### src/lbs_pkg.sv
// Constants and types for the local bus strobe and arbitration logic
package lbs_pkg;
    // ========================================================
    // Bus field widths
    localparam int ADDR_W = 32;
    localparam int TC_W = 4;
    localparam int SIZE_W = 2;
    localparam int REG_DEC_W = 12;
    localparam int SLV_SYNC_W = ADDR_W + 3;
    localparam int ARB_SYNC_W = 2;

    // ========================================================
    // Slave sample vector field positions
    localparam int SLV_STRB_POS = 0;
    localparam int SLV_REGSEL_POS = 1;
    localparam int SLV_BRSEL_POS = 2;
    localparam int SLV_ADDR_LSB = 3;

    // ========================================================
    // Arbitration sample vector field positions
    localparam int ARB_GRANT_POS = 0;
    localparam int ARB_BUSY_POS = 1;

    // ========================================================
    // Reset values and strap timing
    localparam logic PIN_NEGATED = 1'b1;
    localparam logic OE_OFF_N = 1'b1;
    localparam logic [1:0] STRAP_SETTLE = 2'h3;
    localparam logic [1:0] STRAP_CNT_RST = 2'h0;

    // ========================================================
    // Master sequencer states, one-hot
    typedef enum logic [5:0] {
        ST_IDLE = 6'h01,
        ST_REQ  = 6'h02,
        ST_OWN  = 6'h04,
        ST_ADDR = 6'h08,
        ST_STRB = 6'h10,
        ST_NEG  = 6'h20
    } lbs_state_t;
endpackage : lbs_pkg

### src/lbs_pin_sync.sv
// Two-stage falling-edge sampler for pins, with optional rising-edge second stage
`timescale 1ns/1ps
`default_nettype none
module lbs_pin_sync #(
    parameter int W = 1
) (
    input wire logic i_clk,
    input wire logic i_nrst,
    input wire logic i_sync_mode,
    input wire logic [W-1:0] i_d,
    output logic [W-1:0] o_q
);
    logic [W-1:0] stage1;
    logic [W-1:0] stage2_fall;
    logic [W-1:0] stage2_rise;

    // ========================================================
    // First and second falling-edge stages; stage1 feeds flops only
    always_ff @(negedge i_clk or negedge i_nrst) begin
        if (!i_nrst) begin
            stage1 <= '1;
            stage2_fall <= '1;
        end else begin
            stage1 <= i_d;
            stage2_fall <= stage1;
        end
    end

    // Synchronous option: second stage on the rising edge, half a clock sooner
    always_ff @(posedge i_clk or negedge i_nrst) begin
        if (!i_nrst) begin
            stage2_rise <= '1;
        end else begin
            stage2_rise <= stage1;
        end
    end

    assign o_q = i_sync_mode ? stage2_rise : stage2_fall;
endmodule // lbs_pin_sync
`default_nettype wire

### src/lbs_strobe_arb.sv
// Local bus strobe, slave qualification and bus arbitration logic
`timescale 1ns/1ps
`default_nettype none
// Function
// RULE1: Drive address strobe only while bus master; otherwise release it.
// RULE2: As master, address strobe goes low after a falling clock edge.
// RULE3: Address and qualifiers driven from the rising edge before strobe assertion.
// RULE4: Drive strobe high before releasing it.
// RULE5: When another master owns the bus, sample strobe on falling edges.
// RULE6: Accept slave cycle only with a select low together with strobe low.
// RULE7: Slave qualifiers need not be valid when strobe first asserts.
// RULE8: As master, assert bus-owner line from a falling clock edge.
// RULE9: Drive bus-owner line high before releasing it.
// RULE10: Bus-owner input is double-sampled on falling edges before use.
// RULE11: Ownership by request, grant, and bus-owner handshake.
// RULE12: Optional synchronous handling of arbitration inputs.
// RULE13: Strap sampled at reset selects legacy or burst-capable master protocol. Here it only sets o_alt_protocol; the sequencer ignores it.
// RULE14: In legacy protocol the strap pin is ignored after reset.
// RULE15: Slave address captured on the same falling edge as strobe.
// RULE16: Register accesses decode only the low twelve address bits.
// RULE17: External master asserts bridge select for far-side bus cycles.
// RULE18: Drive strobe and qualifiers only after grant and bus-owner assertion.
module lbs_strobe_arb
    import lbs_pkg::*;
(
    input wire logic i_clk,
    input wire logic i_nrst,
    input wire logic i_sync_arb,
    input wire logic i_mst_req,
    input wire logic [ADDR_W-1:0] i_mst_addr,
    input wire logic [TC_W-1:0] i_mst_tc,
    input wire logic [SIZE_W-1:0] i_mst_size,
    input wire logic i_mst_rnw,
    input wire logic i_mst_end,
    output logic o_mst_busy,
    output logic o_mst_done,
    input wire logic i_addr_strobe_n,
    output logic o_addr_strobe_n,
    output logic o_addr_strobe_n_oe_n,
    input wire logic i_bus_owner_ack_n,
    output logic o_bus_owner_ack_n,
    output logic o_bus_owner_ack_n_oe_n,
    output logic o_bus_request_n,
    input wire logic i_bus_grant_n,
    input wire logic i_register_select_n,
    input wire logic i_bridge_select_n,
    input wire logic i_master_protocol_strap_n,
    input wire logic [ADDR_W-1:0] i_addr,
    output logic [ADDR_W-1:0] o_addr,
    output logic [TC_W-1:0] o_transfer_code,
    output logic [SIZE_W-1:0] o_transfer_size,
    output logic o_rnw,
    output logic o_qual_oe_n,
    output logic o_alt_protocol,
    output logic o_slv_reg_hit,
    output logic [REG_DEC_W-1:0] o_slv_reg_offset,
    output logic o_slv_bridge_hit,
    output logic [ADDR_W-1:0] o_slv_addr
);
    // ========================================================
    // Pin samplers
    logic [SLV_SYNC_W-1:0] slv_q;
    logic [ARB_SYNC_W-1:0] arb_q;
    logic strap_q;

    // Strobe, selects and address share one sampling edge
    lbs_pin_sync #(.W(SLV_SYNC_W)) u_slv_sync ( // [RULE5] [RULE15]
        .i_clk(i_clk),
        .i_nrst(i_nrst),
        .i_sync_mode(1'b0),
        .i_d({i_addr, i_bridge_select_n, i_register_select_n, i_addr_strobe_n}),
        .o_q(slv_q)
    );

    // Grant and bus-owner inputs, double-sampled or synchronous
    lbs_pin_sync #(.W(ARB_SYNC_W)) u_arb_sync ( // [RULE10] [RULE12]
        .i_clk(i_clk),
        .i_nrst(i_nrst),
        .i_sync_mode(i_sync_arb),
        .i_d({i_bus_owner_ack_n, i_bus_grant_n}),
        .o_q(arb_q)
    );

    lbs_pin_sync #(.W(1)) u_strap_sync (
        .i_clk(i_clk),
        .i_nrst(i_nrst),
        .i_sync_mode(1'b0),
        .i_d(i_master_protocol_strap_n),
        .o_q(strap_q)
    );

    wire logic slv_strb_n = slv_q[SLV_STRB_POS];
    wire logic slv_reg_n = slv_q[SLV_REGSEL_POS];
    wire logic slv_br_n = slv_q[SLV_BRSEL_POS];
    wire logic [ADDR_W-1:0] slv_a = slv_q[SLV_ADDR_LSB +: ADDR_W];
    wire logic grant_n = arb_q[ARB_GRANT_POS];
    wire logic busy_in_n = arb_q[ARB_BUSY_POS];

    // ========================================================
    // Strap capture after reset release
    logic [1:0] strap_cnt;
    logic [1:0] next_strap_cnt;
    logic alt_mode;
    logic next_alt_mode;

    // Pin is read only until settled, then frozen
    always_comb begin
        next_strap_cnt = strap_cnt;
        next_alt_mode = alt_mode;
        if (strap_cnt != STRAP_SETTLE) begin
            next_strap_cnt = strap_cnt + 2'h1;
            next_alt_mode = strap_q; // [RULE13]
        end
    end // later strap changes ignored [RULE14]

    always_ff @(posedge i_clk or negedge i_nrst) begin
        if (!i_nrst) begin
            strap_cnt <= STRAP_CNT_RST;
            alt_mode <= 1'b0;
        end else begin
            strap_cnt <= next_strap_cnt;
            alt_mode <= next_alt_mode;
        end
    end

    // ========================================================
    // Master sequencer, rising edge
    lbs_state_t state;
    lbs_state_t next_state;
    logic req_n;
    logic next_req_n;
    logic qual_oe_n;
    logic next_qual_oe_n;
    logic [ADDR_W-1:0] addr_r;
    logic [ADDR_W-1:0] next_addr_r;
    logic [TC_W-1:0] tc_r;
    logic [TC_W-1:0] next_tc_r;
    logic [SIZE_W-1:0] size_r;
    logic [SIZE_W-1:0] next_size_r;
    logic rnw_r;
    logic next_rnw_r;
    logic done;
    logic next_done;
    logic slv_active;

    // Bus must be idle (no owner, no foreign strobe) before owning it
    always_comb begin
        next_state = state;
        next_req_n = req_n;
        next_qual_oe_n = qual_oe_n;
        next_addr_r = addr_r;
        next_tc_r = tc_r;
        next_size_r = size_r;
        next_rnw_r = rnw_r;
        next_done = 1'b0;
        case (state)
            ST_IDLE: begin
                if (i_mst_req && !slv_active) begin
                    next_state = ST_REQ;
                    next_req_n = 1'b0; // [RULE11]
                end
            end
            ST_REQ: begin
                if (!grant_n && busy_in_n && slv_strb_n) begin
                    next_state = ST_OWN; // [RULE11]
                    next_req_n = PIN_NEGATED;
                end
            end
            ST_OWN: begin
                // Owner line went low on the last falling edge
                next_state = ST_ADDR;
                next_qual_oe_n = 1'b0; // [RULE3] [RULE18]
                next_addr_r = i_mst_addr;
                next_tc_r = i_mst_tc;
                next_size_r = i_mst_size;
                next_rnw_r = i_mst_rnw;
            end
            ST_ADDR: begin
                next_state = ST_STRB;
            end
            ST_STRB: begin
                if (i_mst_end) begin
                    next_state = ST_NEG;
                end
            end
            ST_NEG: begin
                next_state = ST_IDLE;
                next_qual_oe_n = OE_OFF_N;
                next_done = 1'b1;
            end
            default: begin
                next_state = ST_IDLE;
                next_req_n = PIN_NEGATED;
                next_qual_oe_n = OE_OFF_N;
            end
        endcase
    end

    always_ff @(posedge i_clk or negedge i_nrst) begin
        if (!i_nrst) begin
            state <= ST_IDLE;
            req_n <= PIN_NEGATED;
            qual_oe_n <= OE_OFF_N;
            addr_r <= '0;
            tc_r <= '0;
            size_r <= '0;
            rnw_r <= 1'b1;
            done <= 1'b0;
        end else begin
            state <= next_state;
            req_n <= next_req_n;
            qual_oe_n <= next_qual_oe_n;
            addr_r <= next_addr_r;
            tc_r <= next_tc_r;
            size_r <= next_size_r;
            rnw_r <= next_rnw_r;
            done <= next_done;
        end
    end

    wire logic mastering = (state == ST_OWN) || (state == ST_ADDR) ||
                           (state == ST_STRB) || (state == ST_NEG);

    // ========================================================
    // Falling-edge pin drivers for strobe and bus owner
    logic strb_n;
    logic next_strb_n;
    logic strb_oe_n;
    logic next_strb_oe_n;
    logic own_n;
    logic next_own_n;
    logic own_oe_n;
    logic next_own_oe_n;

    // NEG state drives high for one falling edge before release
    always_comb begin
        next_strb_oe_n = !((state == ST_ADDR) || (state == ST_STRB) ||
                           (state == ST_NEG)); // [RULE1]
        next_strb_n = !((state == ST_ADDR) || (state == ST_STRB)); // [RULE2] [RULE4]
        next_own_oe_n = !mastering;
        next_own_n = !((state == ST_OWN) || (state == ST_ADDR) ||
                       (state == ST_STRB)); // [RULE8] [RULE9]
    end

    always_ff @(negedge i_clk or negedge i_nrst) begin
        if (!i_nrst) begin
            strb_n <= PIN_NEGATED;
            strb_oe_n <= OE_OFF_N;
            own_n <= PIN_NEGATED;
            own_oe_n <= OE_OFF_N;
        end else begin
            strb_n <= next_strb_n;
            strb_oe_n <= next_strb_oe_n;
            own_n <= next_own_n;
            own_oe_n <= next_own_oe_n;
        end
    end

    // ========================================================
    // Slave qualification, at most one pulse per strobe
    logic slv_seen;
    logic next_slv_seen;
    logic reg_hit;
    logic next_reg_hit;
    logic br_hit;
    logic next_br_hit;
    logic [REG_DEC_W-1:0] reg_off;
    logic [REG_DEC_W-1:0] next_reg_off;
    logic [ADDR_W-1:0] slv_addr_r;
    logic [ADDR_W-1:0] next_slv_addr_r;

    assign slv_active = !slv_strb_n || slv_seen;

    // Selects may settle after strobe; only the first sample with a select while strobe is low counts
    always_comb begin
        next_slv_seen = slv_seen;
        next_reg_hit = 1'b0;
        next_br_hit = 1'b0;
        next_reg_off = reg_off;
        next_slv_addr_r = slv_addr_r;
        if (slv_strb_n) begin
            next_slv_seen = 1'b0;
        end else if (!slv_seen && !mastering && (!slv_reg_n || !slv_br_n)) begin // [RULE7]
            next_slv_seen = 1'b1;
            next_reg_hit = !slv_reg_n; // [RULE6]
            next_br_hit = slv_reg_n && !slv_br_n; // [RULE6] [RULE17]
            next_reg_off = slv_a[REG_DEC_W-1:0]; // [RULE16]
            next_slv_addr_r = slv_a; // [RULE15]
        end
    end

    always_ff @(posedge i_clk or negedge i_nrst) begin
        if (!i_nrst) begin
            slv_seen <= 1'b0;
            reg_hit <= 1'b0;
            br_hit <= 1'b0;
            reg_off <= '0;
            slv_addr_r <= '0;
        end else begin
            slv_seen <= next_slv_seen;
            reg_hit <= next_reg_hit;
            br_hit <= next_br_hit;
            reg_off <= next_reg_off;
            slv_addr_r <= next_slv_addr_r;
        end
    end

    // ========================================================
    // Outputs
    assign o_addr_strobe_n = strb_n;
    assign o_addr_strobe_n_oe_n = strb_oe_n;
    assign o_bus_owner_ack_n = own_n;
    assign o_bus_owner_ack_n_oe_n = own_oe_n;
    assign o_bus_request_n = req_n;
    assign o_addr = addr_r;
    assign o_transfer_code = tc_r;
    assign o_transfer_size = size_r;
    assign o_rnw = rnw_r;
    assign o_qual_oe_n = qual_oe_n;
    assign o_alt_protocol = alt_mode;
    assign o_mst_busy = (state != ST_IDLE);
    assign o_mst_done = done;
    assign o_slv_reg_hit = reg_hit;
    assign o_slv_reg_offset = reg_off;
    assign o_slv_bridge_hit = br_hit;
    assign o_slv_addr = slv_addr_r;

    // ========================================================
    // Assertions
    property p_strobe_only_master;
        @(posedge i_clk) disable iff (!i_nrst) !strb_oe_n |-> mastering;
    endproperty
    a_strobe_only_master: assert property (p_strobe_only_master) // [RULE1]
        else $error("strobe driven while not master");

    property p_qual_before_strobe;
        @(posedge i_clk) disable iff (!i_nrst) $fell(strb_n) |-> !qual_oe_n && $past(qual_oe_n);
    endproperty
    a_qual_before_strobe: assert property (p_qual_before_strobe) // [RULE3]
        else $error("strobe asserted before qualifiers driven");

    property p_strobe_negate_first;
        @(posedge i_clk) disable iff (!i_nrst) $rose(strb_oe_n) |-> $past(strb_n);
    endproperty
    a_strobe_negate_first: assert property (p_strobe_negate_first) // [RULE4]
        else $error("strobe released while low");

    property p_owner_negate_first;
        @(posedge i_clk) disable iff (!i_nrst) $rose(own_oe_n) |-> $past(own_n);
    endproperty
    a_owner_negate_first: assert property (p_owner_negate_first) // [RULE9]
        else $error("bus owner released while low");

    property p_strobe_after_owner;
        @(posedge i_clk) disable iff (!i_nrst) !strb_n |-> !own_n && $past(!own_n);
    endproperty
    a_strobe_after_owner: assert property (p_strobe_after_owner) // [RULE18]
        else $error("strobe low without prior bus ownership");

    property p_owner_after_grant;
        @(posedge i_clk) disable iff (!i_nrst) $rose(state == ST_OWN) |-> $past(!grant_n);
    endproperty
    a_owner_after_grant: assert property (p_owner_after_grant) // [RULE11]
        else $error("ownership taken without grant");

    property p_slave_needs_select;
        @(posedge i_clk) disable iff (!i_nrst)
            (reg_hit || br_hit) |-> $past(!slv_strb_n && (!slv_reg_n || !slv_br_n) && !mastering);
    endproperty
    a_slave_needs_select: assert property (p_slave_needs_select) // [RULE6]
        else $error("slave hit without strobe and select");

    property p_reg_offset_low_bits;
        @(posedge i_clk) disable iff (!i_nrst) reg_hit |-> reg_off == slv_addr_r[REG_DEC_W-1:0];
    endproperty
    a_reg_offset_low_bits: assert property (p_reg_offset_low_bits) // [RULE16]
        else $error("register offset not low address bits");

    property p_strap_frozen;
        @(posedge i_clk) disable iff (!i_nrst) (strap_cnt == STRAP_SETTLE) |=> $stable(alt_mode);
    endproperty
    a_strap_frozen: assert property (p_strap_frozen) // [RULE14]
        else $error("protocol mode changed after reset");

    c_master_cycle: cover property (@(posedge i_clk) disable iff (!i_nrst) done);
    c_reg_hit: cover property (@(posedge i_clk) disable iff (!i_nrst) reg_hit);
    c_bridge_hit: cover property (@(posedge i_clk) disable iff (!i_nrst) br_hit);
    c_alt_mode: cover property (@(posedge i_clk) disable iff (!i_nrst) alt_mode);
endmodule // lbs_strobe_arb
`default_nettype wire

### config.mk
export PLATFORM = sky130hd
export DESIGN_NAME = lbs_strobe_arb
export DESIGN_NICKNAME = d
export VERILOG_FILES = /design/src/lbs_pkg.sv /design/src/lbs_pin_sync.sv /design/src/lbs_strobe_arb.sv
export SDC_FILE = /design/constraint.sdc
export NUM_CORES = 1
export LEC_CHECK = 0
export BUFFER_PORTS_ARGS = -buffer_cell sky130_fd_sc_hd__buf_4
export CAP_MARGIN = 20
export CORE_MARGIN = 3
export CORE_UTILIZATION = 30
export CTS_CLUSTER_DIAMETER = 80
export DETAILED_ROUTE_END_ITERATION = 12
export SYNTH_ARGS = -nofsm -noshare
export SYNTH_HDL_FRONTEND = slang
export SYNTH_SLANG_ARGS = --single-unit
### constraint.sdc
create_clock -name i_clk -period 4.4 [get_ports i_clk]
set_input_delay 0.44 -clock i_clk [delete_from_list [all_inputs] [get_ports i_clk]]
set_output_delay 0.44 -clock i_clk [all_outputs]
set_load 0.05 [all_outputs]
==> results.toml <==
[place]
gp_congestion = 0.783
dp_slack_ns = 0.690
placed_cells = 740
portBuffers = 175
dp_hpwl_um = 8130

[cells_and_area]
antenna_cells = 0
area_delta_synth_final_pct = 41.8
fin_nets = 662
layout-drive-gt1-share_pct = 63.3
post_layout_nonfiller_instances = 852

[sta]
hold_violations = 0
relSlewSlack_pct = 66.6
rsz0062_at_grt = "no"
setup_violations = 0
max_slew.worst_pin.slew_ns = 0.502
finalWorstSetupSlack_ns = 0.621
clock_skew_ns = 0.0378
setup_tns_ns = 0
finalMaxSlewViolations = 0

[drt]
drc = 0
wl_um = 11300
ant_nets = 0
dr.pass1.iters = 4
drt_iter0_drc = 87
routed-via-count = 3410
viasPerCell = 4.00
routedWlPerCell_um = 13.2

[floorplanning]
initial_utilization_pct = 30.8
row_count = 50
die_h_um = 145
dieArea_um2 = 21000
die_w_um = 145
ioPinCount = 176
core_area_um2 = 18800

[clock_network]
post_cts_buffers = 0
clk_pin_slew_ns = 0.07
cts_root_buffer = "clkbuf_16"
numCtsBuffers = 17
clock_path_buffers = 2
hold_buffers = 1
ctsResizeCount = 0
insertion_delay_ns = 0.45
cts_tree = "yes"
clock_sinks = 168
h-tree-depth = 4

[synthesis]
ys_ff_latch = 168
synth.yosys.warnings = 0
synth_nets = 407
syn-instance-count = 324
synth_area_um2 = 5800
ys_seq_area_share_pct = 74.4
synthDistinctLibCells = 38
postSynthAreaPerCell_um2 = 17.9

[critical_path]
required_ns = 3.96
crit_family = "flip-flops"
cp-end-kind = "output port"
critPathArrivalTime_ns = 3.34
setup.worst_path.class = "reg -> out"
startpoint_type = "flop"
cpPeakStageDelay_ns = 0.51
slowest_stage = "dfstp_2"
crit_buf_inv = 1
crit_chain = "buf_4"
cp_max_fo = 1

[global_route]
grt_overflow = 0
grt_start_max_net_pins = 49
grt_usage_pct = 11.2
grt_pass1_wl_um = 18800
grt_pass1_vias = 3573
grt_antenna_before_repair = 0

[power_and_ir_drop]
power.density_nw_per_um2 = 598
irDropWorstVdd_mv = 0.276
leakage_nw = 4.04

[job]
drv_cap = 0

[status]
status = "finished clean"

[hold_path]
hold_class = "in -> reg"
==> layout make-up <==
type | instances | area, um^2
Multi-Input combinational cell | 127 | 1290
Fill cell | 1714 | 10600
Inverter | 4 | 15.0
Tap cell | 260 | 325
Sequential cell | 168 | 4310
Clock buffer | 21 | 483
Timing Repair Buffer | 181 | 1400
Clock inverter | 91 | 390
==> Yosys cell counts, drive strengths merged <==
library cell  count  area [um^2]
and2              2         12.5
a31oi             1         6.26
o211ai            3         27.5
nor4              1         21.3
o21ai             5         25.0
clkbuf            3         12.5
or4               1         7.51
nand2b            2         12.5
nand3             1         17.5
nor2b             3         18.8
and3              1         6.26
buf              21          163
ha                1         12.5
a22oi             1         7.51
o21a              1         7.51
dfrtp            82         2050
xnor2             1         8.76
nand2             6         25.0
nand3b            2         15.0
inv               5         18.8
nor2              6         22.5
a211oi            1         7.51
and3b             1         8.76
nor4b             1         15.0
a21oi             4         20.0
nor3b             2         15.0
xor2              2         17.5
or2               1         6.26
dfstp            86         2260
a21bo             1         10.0
nor3              3         15.0
mux2             73          923
==> flip-flops by register name (all words and copies together) (netlist names), 2 cells and up <==
register,flops
state,6
strap_cnt,2
o_transfer_size,2
u_arb_sync.stage2_fall,2
o_addr,32
o_slv_reg_offset,11
u_slv_sync.stage2_fall,35
u_slv_sync.stage1,35
u_arb_sync.stage2_rise,2
o_slv_addr,21
o_transfer_code,4
u_arb_sync.stage1,2
==> path summary, 6_finish.rpt <==
path,to,depth (start not counted),slack [ns],start
setup / recovery,o_bus_owner_ack_n,1,0.62,o_bus_owner_ack_n$_DFF_NN1_
hold / removal,o_addr[28]$_DFFE_PN0P_,2,0.26,i_mst_addr[28]
setup reg to reg,o_slv_reg_offset[3]$_DFFE_PN0P_,4,0.68,u_slv_sync.stage2_fall[1]$_DFF_NN1_
hold reg to reg,u_strap_sync.stage2_fall$_DFF_NN1_,0,0.34,u_strap_sync.stage1$_DFF_NN1_
max in group asynchronous,o_addr_strobe_n_oe_n$_DFF_NN1_,3,1.06,i_nrst
min in group asynchronous,o_slv_addr[23]$_DFFE_PN0P_,2,0.51,i_nrst
==> layout by cell type (no fill, tap or decap), drive strengths merged, types with 2 or more instances in the layout <==
cell	n
dfstp	86
and2	2
buf	180
dfrtp	82
mux2	73
nor3b	2
o21ai	5
o211ai	3
nand2b	2
xor2	2
inv	91
clkbuf	21
nand2	6
nor2	6
a21oi	4
nand3b	2
clkinv	3
nor2b	3
nor3	3
==> stage by stage <==
step	area (um^2)	power [mW]	util, %	hold WS [ns]
final	8220	4.92	43.7	0.255
after floorplan	5800	2.94	-	0.144
after CTS	8220	5.00	43.7	0.222
after global routing	8220	5.21	43.7	0.229
after global placement	7340	3.35	39.0	0.346
after detailed placement	7340	3.38	39.0	0.347
==> routing by layer <==
metal / global-route usage [%] / part of all wire (%) / vias up
met3: 5.03 / 9.2 / 18
li1: - / - / 1596
met5: 0 / 0 / -
met1: 14.3 / 43 / 1645
met4: 4.75 / 2.1 / 0
met2: 16.5 / 46 / 151
==> worst register-to-register path, stage by stage, from the launching register on <==
cell      delay [ns]
dfstp_2         0.36
a211oi_1        0.36
nand3_4         0.11
buf_12          0.21
mux2_4          0.33
==> power by group <==
| part | total [mW] | leakage, nW | internal, mW | switching [mW] |
|---|---|---|---|---|
| Sequential | 1.90 | 1.87 | 1.78 | 0.127 |
| Combinational | 1.33 | 1.46 | 0.464 | 0.865 |
| Clock | 1.68 | 0.709 | 0.899 | 0.783 |
| Total | 4.92 | 4.04 | 3.14 | 1.77 |
==> logic make-up after synthesis <==
group,Yosys count,synth area share (%)
and+or+nand+nor,33,3.78
DFF,168,74.4
buffers and inverters,29,3.34
muxes,73,15.9
adders and majority gates,1,0.216
AOI/OAI and AO/OA,17,1.92
xor gates and xnor gates,3,0.453
Power figures use the tool's default switching activity.
